## src/verilog/crcap_pkg.sv

```systemverilog
// Shared constants and types for the cable reflectometry capture block
package crcap_pkg;

  // ----------------------------------------------------------------------
  // Register offsets
  // ----------------------------------------------------------------------
  localparam logic [4:0] ADDR_CTRL = 5'h16;
  localparam logic [4:0] ADDR_WIN = 5'h17;
  localparam logic [4:0] ADDR_PEAK = 5'h18;
  localparam logic [4:0] ADDR_THR = 5'h19;

  // ----------------------------------------------------------------------
  // Field positions and reset values
  // ----------------------------------------------------------------------
  localparam int LAUNCH_BIT = 11;
  localparam logic [5:0] THR_RESET = 6'h20;
  localparam logic [7:0] WIN_START_RESET = 8'h00;
  localparam logic [7:0] WIN_STOP_RESET = 8'hff;
  localparam logic [7:0] TIME_LAST = 8'hff;

  // ----------------------------------------------------------------------
  // Pulse timing
  // ----------------------------------------------------------------------
  localparam int CLK_PERIOD_NS = 20;
  localparam int FAST_UNIT_NS = 8;
  localparam int SLOW_SHORT_NS = 50;
  localparam int SLOW_FULL_NS = 100;
  localparam logic [7:0] FAST_UNIT_CYC =
    8'((FAST_UNIT_NS + CLK_PERIOD_NS - 1) / CLK_PERIOD_NS);
  localparam logic [7:0] SLOW_SHORT_CYC =
    8'((SLOW_SHORT_NS + CLK_PERIOD_NS - 1) / CLK_PERIOD_NS);
  localparam logic [7:0] SLOW_FULL_CYC =
    8'((SLOW_FULL_NS + CLK_PERIOD_NS - 1) / CLK_PERIOD_NS);

  // ----------------------------------------------------------------------
  // Types
  // ----------------------------------------------------------------------
  typedef struct packed {
    logic diagnosticEnable;
    logic fastTransmitterSelect;
    logic sendOnRxPair;
    logic monitorRxPair;
    logic launchPulse;
    logic [2:0] pulseWidth;
    logic negativePeakSelect;
    logic reserved;
    logic [5:0] threshold;
  } crcap_ctrl_t;

  typedef struct packed {
    logic [7:0] windowStartTime;
    logic [7:0] windowStopTime;
  } crcap_win_t;

  typedef enum logic {
    ST_IDLE = 1'b0,
    ST_CAPT = 1'b1
  } crcap_state_t;

endpackage

```

## src/verilog/cable_reflectometry_capture.sv

```systemverilog
// Cable reflectometry pulse launch, windowed peak and threshold capture
`timescale 1ns/1ps
module cable_reflectometry_capture (
  input wire logic sys_clk, // System clock, 50 MHz
  input wire logic rstn, // Asynchronous reset, active low
  input wire logic [4:0] regAddr, // Register address
  input wire logic [15:0] regWrData, // Register write data
  input wire logic regWrEn, // Write strobe
  input wire logic regRdEn, // Read strobe
  output logic [15:0] regRdData, // Read data, cycle after strobe
  input wire logic [5:0] sampleData, // Offset-coded line sample
  output logic diagnosticEnable, // Port in diagnostic condition
  output logic fastTransmitterSelect, // Use fast transmitter
  output logic sendOnRxPair, // Pulse sent on receive pair
  output logic monitorRxPair, // Response taken from receive pair
  output logic pulseDrive, // Test pulse being driven
  output logic pulseNegative, // Polarity of driven pulse
  output logic captureBusy // Capture in progress
);
  import crcap_pkg::*;

  // ----------------------------------------------------------------------
  // Control and window registers
  // ----------------------------------------------------------------------
  crcap_ctrl_t ctrl_reg, ctrl_next;
  crcap_win_t win_reg, win_next;
  crcap_state_t state_reg, state_next;
  logic [7:0] cnt_reg, cnt_next;
  logic [5:0] peakVal_reg, peakVal_next;
  logic [7:0] peakTime_reg, peakTime_next;
  logic peakSeen_reg, peakSeen_next;
  logic thrMet_reg, thrMet_next;
  logic [7:0] thrTime_reg, thrTime_next;
  logic [15:0] rdData_reg, rdData_next;
  logic arm, inWindow, captLast, beyondThr, betterPeak;
  logic ctrlWrite;

  assign ctrlWrite = regWrEn && regAddr == ADDR_CTRL;
  assign arm = ctrlWrite && regWrData[LAUNCH_BIT] && state_reg == ST_IDLE;
  assign inWindow = state_reg == ST_CAPT &&
    cnt_reg >= win_reg.windowStartTime &&
    cnt_reg <= win_reg.windowStopTime;
  assign captLast = state_reg == ST_CAPT &&
    (cnt_reg == win_reg.windowStopTime || cnt_reg == TIME_LAST);

  always_comb begin
    ctrl_next = ctrl_reg;
    win_next = win_reg;
    if (ctrlWrite) begin
      ctrl_next = crcap_ctrl_t'(regWrData);
      ctrl_next.reserved = 1'b0;
      if (state_reg == ST_CAPT) begin
        ctrl_next.launchPulse = 1'b1;
      end
    end
    if (captLast) begin
      ctrl_next.launchPulse = 1'b0;
    end
    if (regWrEn && regAddr == ADDR_WIN) begin
      win_next = crcap_win_t'(regWrData);
    end
  end

  always_ff @(posedge sys_clk or negedge rstn) begin
    if (!rstn) begin
      ctrl_reg <= '{threshold: THR_RESET, default: '0};
      win_reg <= '{windowStartTime: WIN_START_RESET,
                   windowStopTime: WIN_STOP_RESET};
    end else begin
      ctrl_reg <= ctrl_next;
      win_reg <= win_next;
    end
  end

  // ----------------------------------------------------------------------
  // Capture sequence and detection
  // ----------------------------------------------------------------------
  always_comb begin
    if (ctrl_reg.negativePeakSelect) begin
      beyondThr = sampleData < ctrl_reg.threshold;
      betterPeak = sampleData < peakVal_reg;
    end else begin
      beyondThr = sampleData > ctrl_reg.threshold;
      betterPeak = sampleData > peakVal_reg;
    end
  end

  always_comb begin
    state_next = state_reg;
    cnt_next = cnt_reg;
    peakVal_next = peakVal_reg;
    peakTime_next = peakTime_reg;
    peakSeen_next = peakSeen_reg;
    thrMet_next = thrMet_reg;
    thrTime_next = thrTime_reg;
    case (state_reg)
      ST_IDLE: begin
        if (arm) begin
          state_next = ST_CAPT;
          cnt_next = 8'h00;
          peakVal_next = 6'h00;
          peakTime_next = 8'h00;
          peakSeen_next = 1'b0;
          thrMet_next = 1'b0;
          thrTime_next = 8'h00;
        end
      end
      ST_CAPT: begin
        if (inWindow) begin
          if (!peakSeen_reg || betterPeak) begin
            peakVal_next = sampleData;
            peakTime_next = cnt_reg;
            peakSeen_next = 1'b1;
          end
          if (beyondThr && !thrMet_reg) begin
            thrMet_next = 1'b1;
            thrTime_next = cnt_reg;
          end
        end
        if (captLast) begin
          state_next = ST_IDLE;
        end else begin
          cnt_next = cnt_reg + 8'h01;
        end
      end
      default: begin
        state_next = ST_IDLE;
      end
    endcase
  end

  always_ff @(posedge sys_clk or negedge rstn) begin
    if (!rstn) begin
      state_reg <= ST_IDLE;
      cnt_reg <= 8'h00;
      peakVal_reg <= 6'h00;
      peakTime_reg <= 8'h00;
      peakSeen_reg <= 1'b0;
      thrMet_reg <= 1'b0;
      thrTime_reg <= 8'h00;
    end else begin
      state_reg <= state_next;
      cnt_reg <= cnt_next;
      peakVal_reg <= peakVal_next;
      peakTime_reg <= peakTime_next;
      peakSeen_reg <= peakSeen_next;
      thrMet_reg <= thrMet_next;
      thrTime_reg <= thrTime_next;
    end
  end

  // ----------------------------------------------------------------------
  // Read path
  // ----------------------------------------------------------------------
  always_comb begin
    rdData_next = 16'h0000;
    if (regRdEn) begin
      case (regAddr)
        ADDR_CTRL: rdData_next = ctrl_reg;
        ADDR_WIN: rdData_next = win_reg;
        ADDR_PEAK: rdData_next = {2'h0, peakVal_reg, peakTime_reg};
        ADDR_THR: rdData_next = {7'h00, thrMet_reg, thrTime_reg};
        default: rdData_next = 16'h0000;
      endcase
    end
  end

  always_ff @(posedge sys_clk or negedge rstn) begin
    if (!rstn) begin
      rdData_reg <= 16'h0000;
    end else begin
      rdData_reg <= rdData_next;
    end
  end

  // ----------------------------------------------------------------------
  // Pulse generator
  // ----------------------------------------------------------------------
  crcap_pulse_gen u_pulse (
    .sys_clk(sys_clk),
    .rstn(rstn),
    .startPulse(arm),
    .fastTx(regWrData[14]),
    .widthUnits(regWrData[10:8]),
    .pulseDrive(pulseDrive),
    .pulseNegative(pulseNegative)
  );

  assign regRdData = rdData_reg;
  assign diagnosticEnable = ctrl_reg.diagnosticEnable;
  assign fastTransmitterSelect = ctrl_reg.fastTransmitterSelect;
  assign sendOnRxPair = ctrl_reg.sendOnRxPair;
  assign monitorRxPair = ctrl_reg.monitorRxPair;
  assign captureBusy = state_reg == ST_CAPT ? 1'b1 : 1'b0;
endmodule

```

## src/verilog/crcap_pulse_gen.sv

```systemverilog
// Test pulse generator for the cable reflectometry capture block
`timescale 1ns/1ps
module crcap_pulse_gen (
  input wire logic sys_clk, // System clock
  input wire logic rstn, // Asynchronous reset, active low
  input wire logic startPulse, // One-cycle launch request
  input wire logic fastTx, // Fast transmitter selected
  input wire logic [2:0] widthUnits, // Pulse width in units
  output logic pulseDrive, // Pulse is being driven
  output logic pulseNegative // Polarity of the driven pulse
);
  import crcap_pkg::*;

  // ----------------------------------------------------------------------
  // Pulse length and polarity
  // ----------------------------------------------------------------------
  logic [7:0] cnt_reg, cnt_next, pulseLen;
  logic drive_reg, drive_next, neg_reg, neg_next, alt_reg, alt_next;

  always_comb begin
    if (fastTx) begin
      pulseLen = 8'(widthUnits * FAST_UNIT_CYC);
    end else if (widthUnits == 3'h1) begin
      pulseLen = SLOW_SHORT_CYC;
    end else begin
      pulseLen = SLOW_FULL_CYC;
    end
    cnt_next = cnt_reg;
    drive_next = drive_reg;
    neg_next = neg_reg;
    alt_next = alt_reg;
    if (startPulse && widthUnits != 3'h0) begin
      cnt_next = pulseLen;
      drive_next = 1'b1;
      neg_next = fastTx & alt_reg;
      if (fastTx) begin
        alt_next = ~alt_reg;
      end
    end else if (drive_reg) begin
      if (cnt_reg <= 8'h01) begin
        drive_next = 1'b0;
      end else begin
        cnt_next = cnt_reg - 8'h01;
      end
    end
  end

  always_ff @(posedge sys_clk or negedge rstn) begin
    if (!rstn) begin
      cnt_reg <= 8'h00;
      drive_reg <= 1'b0;
      neg_reg <= 1'b0;
      alt_reg <= 1'b0;
    end else begin
      cnt_reg <= cnt_next;
      drive_reg <= drive_next;
      neg_reg <= neg_next;
      alt_reg <= alt_next;
    end
  end

  assign pulseDrive = drive_reg;
  assign pulseNegative = neg_reg;
endmodule

```

## config.mk

```make
export PLATFORM = sky130hd
export DESIGN_NAME = cable_reflectometry_capture
export DESIGN_NICKNAME = d
export VERILOG_FILES = /design/src/verilog/crcap_pkg.sv /design/src/verilog/cable_reflectometry_capture.sv /design/src/verilog/crcap_pulse_gen.sv
export SDC_FILE = /design/constraint.sdc
export NUM_CORES = 1
export LEC_CHECK = 0
export BUFFER_PORTS_ARGS = -buffer_cell sky130_fd_sc_hd__buf_2
export CAP_MARGIN = 20
export CORE_MARGIN = 4
export CORE_UTILIZATION = 59
export CTS_CLUSTER_DIAMETER = 80
export DETAILED_ROUTE_END_ITERATION = 7
export PLACE_DENSITY = 0.83
export SETUP_SLACK_MARGIN = 0.1
export SLEW_MARGIN = 25
export SYNTH_ARGS = -nofsm -noshare
export SYNTH_HDL_FRONTEND = slang
export SYNTH_HIERARCHICAL = 1
export SYNTH_SLANG_ARGS = --single-unit
```

## constraint.sdc

```tcl
create_clock -name sys_clk -period 2.9 [get_ports sys_clk]
set_input_delay 0.145 -clock sys_clk [delete_from_list [all_inputs] [get_ports sys_clk]]
set_output_delay 0.145 -clock sys_clk [all_outputs]
set_load 0.01 [all_outputs]
```

### After elaboration in Yosys (flattened, before gate mapping)

Index checks and enable logic that the tools add are counted.

| storage, ports and cells | value |
|---|---|
| input bits | 31 |
| logic and storage cells | 107 |
| register bits after elaboration | 91 |
| output and inout bits | 23 |

| cells by class | value |
|---|---|
| bitwise gates (word level) | 3 |
| multiplexer cells | 39 |
| reductions and logical operators | 21 |
| eq/ne operators | 13 |
| order comparisons | 7 |
| add/subtract/negate cells | 2 |

Operator list:

| cell | number |
|---|---|
| $mux W8 | 9 |
| $pmux W16 S4 | 1 |
| $pmux W8 S2 | 3 |
| $eq A5 B5 Y1 const B | 4 |
| $mux W6 | 3 |
| $mux W16 | 1 |
| $mux W1 | 15 |
| $gt A6 B6 Y1 | 2 |
| $lt A6 B6 Y1 | 2 |
| $mux W12 | 1 |
| $pmux W6 S2 | 1 |
| $ne A2 B1 Y1 const B | 5 |
| $logic_and A1 B1 Y1 | 9 |
| $add A8 B1 Y8 const B | 1 |
| $eq A8 B8 Y1 | 1 |
| $eq A8 B8 Y1 const B | 1 |
| $ge A8 B8 Y1 | 1 |
| $le A8 B1 Y1 const B | 1 |
| $le A8 B8 Y1 | 1 |
| $sub A8 B1 Y8 const B | 1 |
| $mux W3 | 2 |
| $pmux W1 S2 | 3 |
| $reduce_and A2 Y1 | 3 |
| $reduce_and A3 Y1 | 2 |
| 8 further kinds | 12 |

### Logic depth before layout (Yosys ltp)

Gate-level depths: netlist (run 1).

| depth | value |
|---|---|
| word-level depth | 7 |
| mapped depth | 11 |
| gate-level depth less buffers | 8 |

### Hierarchy

Netlist (run 1), hierarchy kept.

Modules (own cells, without submodules):

| module | cells an instance | times used | sequential area each (um2) | area an instance (um2) |
|---|---|---|---|---|
| cable_reflectometry_capture | 415 | 1 | 2013.2 | 4461.8 |
| crcap_pulse_gen | 67 | 1 | 275.3 | 639.4 |

### Least setup slack after synthesis (run 1)

OpenSTA, ideal clock, no wires.

| timing path | value |
|---|---|
| kind | register to register |
| start point | reg win_reg[5] (netlist name) |
| end point | reg peakTime_reg[0] |
| setup slack | 829 ps |
| arrival | 1936 ps |
| clock period less this slack | 2071 ps |
| library setup time | 135 ps |
| path buffers | 1 |
| data required time | 2765 ps |
| stages on the path, launching flop included | 10 |
| cells stage by stage | dfstp_2 -> inv_1 -> ha_1 -> a211oi_1 -> nor2_1 -> o22ai_1 -> nand3_2 -> buf_4 -> o211ai_2 -> o311ai_1 |

| on the way | value |
|---|---|
| word-level cells in the longest chain between the ends | 4 |

RTL lines:

| element | RTL line | RTL |
|---|---|---|
| start: declaration | cable_reflectometry_capture.sv:26 | `crcap_win_t win_reg, win_next;` |
| start signal: assignment | cable_reflectometry_capture.sv:67 | `win_reg <= '{windowStartTime: WIN_START_RESET,` |
| start signal: assignment | cable_reflectometry_capture.sv:71 | `win_reg <= win_next;` |
| $le A8 B8 Y1 (not written as such) | cable_reflectometry_capture.sv:42 | `cnt_reg <= win_reg.windowStopTime;` |
| $logic_and A1 B1 Y1 | cable_reflectometry_capture.sv:41 | `cnt_reg >= win_reg.windowStartTime &&` |
| $ne A2 B1 Y1 (no line) | - |  |
| $reduce_and A3 Y1 (no line) | - |  |
| end signal: assignment | cable_reflectometry_capture.sv:145 | `peakTime_reg <= peakTime_next;` |
| end: declaration | cable_reflectometry_capture.sv:30 | `logic [7:0] peakTime_reg, peakTime_next;` |

Every way passes these cells.
A chain may end at the register's enable or synchronous reset.

### Final worst setup path (run 1)

| timing path | value |
|---|---|
| start point | reg win_reg[5] (netlist name) |
| end point | reg peakTime_reg[7] |

Same word-level chain as after synthesis.

==> out/summary.txt, run 1 <==
drt initial violations: 299
commonest non-fill, non-tap cell in the layout: dfrtp_1
Die Wd: 101 microns
Synth Area per Inst: 10.6 sq um
WP data arrival: 2.75 ns
Gate Count Post-Synth: 482
Routed WL: 12,200 microns
hold path cells: 3
Final Core Density: 68.5%
final setup fails: 0
Hold Buf Count CTS: 7
Core Area: 8300 sq um
Final Max Slew Viols: 0
ANT cells: 0
Power Density: 798 nW/um^2
area grow syn2layout: 11.4%
initial core utilization: 61.5%
mapped cell area: 5100 sq um
root buffer cell: clkbuf_8
Crit Path Class: flip-flop to flip-flop
clock transition at the registers of the reported paths: 0.10 ns
DRT Pass-1 Iters: 5
r2r endpoint: peakTime_reg[7]
peak supply drop: 0.000578 V
clk buf depth: 2
most frequent cells in the layout: dfrtp_1, nand2_1, buf_2
worst hold path class: input pin to flip-flop
relative slew slack: 46.5%
CP required: 3.13 ns
std cell rows: 33
HPWL Detailed: 8710 microns
Port Buf Inserts: 53
wire length per cell: 18.8 microns
Critical Path Fanout Max: 16
synth unique cells: 64
Post-Syn Nets: 544
outcome: complete, no violations
grt ovf: 0
min Tclk post-route: 2.51 ns
Die Height: 101 microns
Final #Nets: 598
Leak: 2.62 nW
Synth Warn #: 6
first-pass GRT wire length: 20,200 microns
vias per cell: 6.23
CP Capture Type: flip-flop
post-CTS setup buffer count: 0
Final GP Congestion: 0.908
layout cells sized above 1: 21.8%
Hold Vio Cnt, Final: 0
fmax: 398 MHz
post-synthesis sequential area ratio: 44.9%
actual slew at the worst max-slew pin: 0.803 ns
RR Startpoint: win_reg[5]
vias in the first global route: 4,099
initial antenna violation count: 0
Non-Filler Instances: 646
EDFF count, synth: 0
Inserted Clock Buffers: 9
CTS tree: built
worst reg2reg setup slack: 0.39 ns
Critical Path, Cell by Cell: inv_1 -> ha_1 -> a211oi_1 -> nor2_1 -> o22ai_1 -> nand3_2 -> buf_12 -> o211ai_2 -> o311ai_2
ANT nets after route: 0
Worst setup SP type: flip-flop
dpl cells: 623
Power Total: 0.00454 W
Hold Path Sink: ctrl_reg[7]
DR vias: 4,022
RSZ-0062 raised after global routing: no
HP Start: regWrData[7]
slowest CP cell: dfstp_2
pin count of the biggest net entering global routing: 89
H-tree depth: 3
MaxCap Viol Count: 0
drt drc: 0
CTS resizes: 0
reg2reg path depth: 9
Tcrit/Tclk final: 86.6%
Synth async-reset ratio: 100%
crit-path max cell delay: 0.55 ns
ys flop type: dfrtp_1
setup TNS: 0 ns
CTS Sinks: 91
Clk Latency, worst-skew pair: 0.36 ns
number of synthesized register bits: 91
# IOs: 54
clk_skew: 0.0116 ns
Die Area: 10,200 sq um
total track usage: 25.2%
synthesized netlist by cell type (3+ instances only):
cell type  instances  area (sq um)
dfrtp_1           82          2050
nand2_1           63           236
inv_1             37           139
ha_1              31           388
nor2_1            28           105
mux2_1            24           270
a21oi_1           19          95.1
a22oi_1           19           143
o211ai_2          12           150
o21ai_1           11          55.1
clkbuf_1           9          33.8
dfstp_2            9           236
mux2i_1            9          90.1
nand3_1            8          40.0
nand4_1            8          50.1
xnor2_1            8          70.1
buf_2              7          35.0
o311ai_2           7           114
o211ai_1           6          45.0
a222oi_1           5          50.1
o311ai_1           5          43.8
and3_1             4          25.0
buf_6              4          45.0
o21ai_0            4          20.0
xor2_1             4          35.0
and2_1             3          18.8
buf_4              3          22.5
nor2b_1            3          18.8
nor3_1             3          15.0
o21a_1             3          22.5
kinds of logic (layout without fill, tap and decap cells):
family	Yosys count	in the layout	synth area share (%)
adders and majority gates	31	31	7.60
and+or+nand+nor	141	141	13.4
DFF	91	91	44.9
muxes	33	33	7.06
buffers and inverters	62	121	5.54
AOI/OAI and AO/OA	112	112	19.5
xor gates and xnor gates	12	12	2.06
critical path, delay by kind of cell (launching register included):
family          cells  cell delay (ns)
simple gates        2             0.44
fa+ha+maj           1             0.30
buf+inv             2             0.34
flops               1             0.55
compound gates      4             0.75
report_power, final:
part / switching (W) / leakage, nW / internal, W
logic: 0.00102 / 1.38 / 0.000703
registers: 0.000396 / 1.15 / 0.00161
clock network: 0.000486 / 0.0897 / 0.000326
final cells by class:
type	count	area, sq um
clock buffers	9	124
clock inverters	7	60.1
fillers	607	2620
inverters	38	143
multi-input cells	329	2530
flip-flops and latches	91	2290
well taps	105	131
repair buffers	67	407
routing by layer:
metal / vias to the layer above / wire [microns] / GRT usage, %
li1: 1848 / - / -
met2: 172 / 5920 / 41.2
met1: 1986 / 5160 / 34.6
met4: 0 / 163 / 7.46
met5: - / 0 / 0
met3: 16 / 910 / 4.50
metrics by stage:
stage	setup slack [ns]	cell area (sq um)	hold WS, ns
2_1_floorplan	0.829	5100	-0.151
3_3_place_gp	0.510	5430	0.369
3_5_place_dp	0.422	5430	0.263
4_1_cts	0.401	5680	0.00154
5_1_grt	0.275	5680	0.00124
6_report	0.387	5680	0.00930
how the worst max path moves through the flow:
stage / startpoint / to / slack [ns] / cells after the start
floorplan: win_reg[5] / peakTime_reg[0] / 0.83 / 9
global placement: win_reg[5] / peakTime_reg[6] / 0.51 / 9
detailed placement: win_reg[5] / peakTime_reg[7] / 0.42 / 9
CTS: win_reg[5] / peakTime_reg[7] / 0.40 / 9
global route: win_reg[5] / peakTime_reg[6] / 0.27 / 9
finish: win_reg[5] / peakTime_reg[7] / 0.39 / 9
No activity file was read; power rests on OpenSTA's default activity.
==> run 2, diff against run 1 <==
--- a/config.mk
+++ b/config.mk
@@ -7,6 +7,7 @@
 export LEC_CHECK = 0
 export BUFFER_PORTS_ARGS = -buffer_cell sky130_fd_sc_hd__buf_2
 export CAP_MARGIN = 20
+export CORE_ASPECT_RATIO = 0.7
 export CORE_MARGIN = 4
 export CORE_UTILIZATION = 59
 export CTS_CLUSTER_DIAMETER = 80
==> run 2 against run 1 <==
  * Clock power increased by 43%
  * Clock skew decreased by 0.0055 ns
  * First-iteration DRC count increased by 41%
  * Register-to-register slack improved by 0.11 ns
  * Largest power group unchanged
  * Highest routed layer unchanged
  * Via count decreased by 0.35%
  * Cell count increased by 1.5%
  * Critical path type unchanged
==> out/summary.txt, run 2 (synthesis results as in run 1) <==
clock transition at the registers of the reported paths: 0.06 ns (was 0.10 ns)
Clock Power Share: 23.7% (was 17.9%)
RR Startpoint: win_reg[5] (unchanged)
Critical Path Fanout Max: 20 (was 16)
worst hold path class: input pin to flip-flop (unchanged)
area grow syn2layout: 12.8% (was 11.4%)
initial antenna violation count: 0 (unchanged)
Clk Latency, worst-skew pair: 0.34 ns (was 0.36 ns)
Worst setup SP type: flip-flop (unchanged)
busiest layer in global routing: met2 (unchanged)
Die Height: 85.8 microns (was 101 microns)
M3 GR Usage: 7.45% (was 4.50%)
Final #Nets: 593 (was 598)
std cell rows: 28 (was 33)
Routed WL: 12,700 microns (was 12,200 microns)
clk buf depth: 2 (unchanged)
grt ovf: 0 (unchanged)
DR vias: 4,008 (was 4,022)
pin count of the biggest net entering global routing: 82 (was 89)
met2 Resource Use GR: 40.7% (was 41.2%)
wire length per cell: 19.3 microns (was 18.8 microns)
Final GP Congestion: 0.942 (was 0.908)
critical path startpoint: win_reg[5] (unchanged)
min Tclk post-route: 2.40 ns (was 2.51 ns)
Comb power frac: 35.3% (was 37.9%)
ANT cells: 0 (unchanged)
final setup fails: 0 (unchanged)
fmax: 416 MHz (was 398 MHz)
WP data arrival: 2.61 ns (was 2.75 ns)
layout cells sized above 1: 22.2% (was 21.8%)
Power Density: 850 nW/um^2 (was 798 nW/um^2)
Multi-input gate area: 2530 sq um (unchanged)
Hold Vio Cnt, Final: 0 (unchanged)
most frequent cells in the layout: dfrtp_1, nand2_1, buf_2 (unchanged)
peak supply drop: 0.000534 V (was 0.000578 V)
worst reg2reg setup slack: 0.50 ns (was 0.39 ns)
CTS tree: built (unchanged)
Port Buf Inserts: 53 (unchanged)
FILL cells: 653 (was 607)
Psw: 0.00193 W (was 0.00190 W)
vias in the first global route: 4,153 (was 4,099)
Tcrit/Tclk final: 82.9% (was 86.6%)
Crit Path Class: flip-flop to flip-flop (unchanged)
total track usage: 26.3% (was 25.2%)
drt initial violations: 422 (was 299)
ANT nets after route: 0 (unchanged)
HP Start: regWrData[3] (was regWrData[7])
Sw Ratio: 39.5% (was 41.9%)
actual slew at the worst max-slew pin: 0.670 ns (was 0.803 ns)
vias per cell: 6.11 (was 6.23)
Reg power frac: 41.0% (was 44.2%)
CP required: 3.11 ns (was 3.13 ns)
DRT Pass-1 Iters: 5 (unchanged)
first-pass GRT wire length: 21,100 microns (was 20,200 microns)
initial core utilization: 60.4% (was 61.5%)
M1 GR Usage: 35.8% (was 34.6%)
outcome: complete, no violations (unchanged)
RSZ-0062 raised after global routing: no (unchanged)
Non-Filler Instances: 656 (was 646)
CTS resizes: 0 (unchanged)
HPWL Detailed: 8990 microns (was 8710 microns)
relative slew slack: 55.3% (was 46.5%)
Die Area: 10,200 sq um (about the same)
drt drc: 0 (unchanged)
setup TNS: 0 ns (unchanged)
root buffer cell: clkbuf_16 (was clkbuf_8)
MaxCap Viol Count: 0 (unchanged)
commonest non-fill, non-tap cell in the layout: dfrtp_1 (unchanged)
Core Area: 8440 sq um (was 8300 sq um)
register area: 2290 sq um (unchanged)
H-tree depth: 3 (unchanged)
clk_skew: 0.00602 ns (was 0.0116 ns)
Die Wd: 119 microns (was 101 microns)
dpl cells: 639 (was 623)
Leak: 2.65 nW (was 2.62 nW)
Final Max Slew Viols: 0 (unchanged)
P_int: 0.00296 W (was 0.00264 W)
Inserted Clock Buffers: 9 (unchanged)
CTS Sinks: 91 (unchanged)
# IOs: 54 (unchanged)
CP Capture Type: flip-flop (unchanged)
## run 2: changes by cell type in the layout (fill, tap and decap cells not counted)
cell and delta:
inv_8 -2, buf_4 +2, clkbuf_8 -9, dlygate4sd3_1 -6
inv_6 -1, clkbuf_16 +9, clkinv_2 +2, bufinv_16 +1
buf_6 -1
## run 2: final timing paths
path	depth (start not counted)	end
max	9	peakTime_reg[7]
min	3	ctrl_reg[3]
max reg2reg	9	peakTime_reg[7]
min reg2reg	2	u_pulse/pulseNegative
max in group asynchronous	3	win_reg[6]
min in group asynchronous	2	regRdData[3]
## run 2: layout make-up
cell class,count,share of cell area (%)
sequential,91,39.8
tap,120,2.61
clock inverter,7,1.20
clock buffer,9,3.91
multi-input combinational,329,44.0
inverter,38,2.48
timing repair buffer,62,6.09
## run 2: what timing repair did
item	4_1_cts	5_1_grt
buffers inserted	0	0
hold endpoints to repair	82	0
hold buffers	1	0
## run 2: routing by layer
layer | vias to the layer above | part of all wire (%)
li1 | 1840 | -
met1 | 1956 | 44
met2 | 188 | 46
met3 | 24 | 8.6
met4 | 0 | 1.4
met5 | - | 0
## run 2: critical path: stages (launching register included)
cell and delay [ns]:
dfstp_2 0.54, inv_1 0.04, ha_1 0.30, a211oi_1 0.24
nor2_1 0.08, o22ai_1 0.21, nand3_2 0.22, buf_4 0.30
o211ai_2 0.22, o311ai_2 0.13
## run 2: power by group through the flow
| stage | Clock [W] | Combinational, W | Sequential (W) |
|---|---|---|---|
| 2_1_floorplan | 0 | 0.00136 | 0.00188 |
| 3_3_place_gp | 0 | 0.00159 | 0.00198 |
| 3_5_place_dp | 0 | 0.00170 | 0.00201 |
| 4_1_cts | 0.00118 | 0.00171 | 0.00199 |
| 5_1_grt | 0.00123 | 0.00192 | 0.00204 |
| 6_report | 0.00116 | 0.00173 | 0.00201 |
## run 2: metrics by stage
stage,worst slack (ns),hold WS (ns),cell area [sq um],power (W),utilization [%]
6_report,0.495,0.0199,5760,0.00489,68.2
5_1_grt,0.343,0.0339,5760,0.00519,68.2
4_1_cts,0.505,0.0152,5760,0.00488,68.2
3_5_place_dp,0.532,-0.00699,5450,0.00370,64.6
3_3_place_gp,0.631,-0.00892,5450,0.00357,64.6
2_1_floorplan,0.829,-0.151,5100,0.00324,-
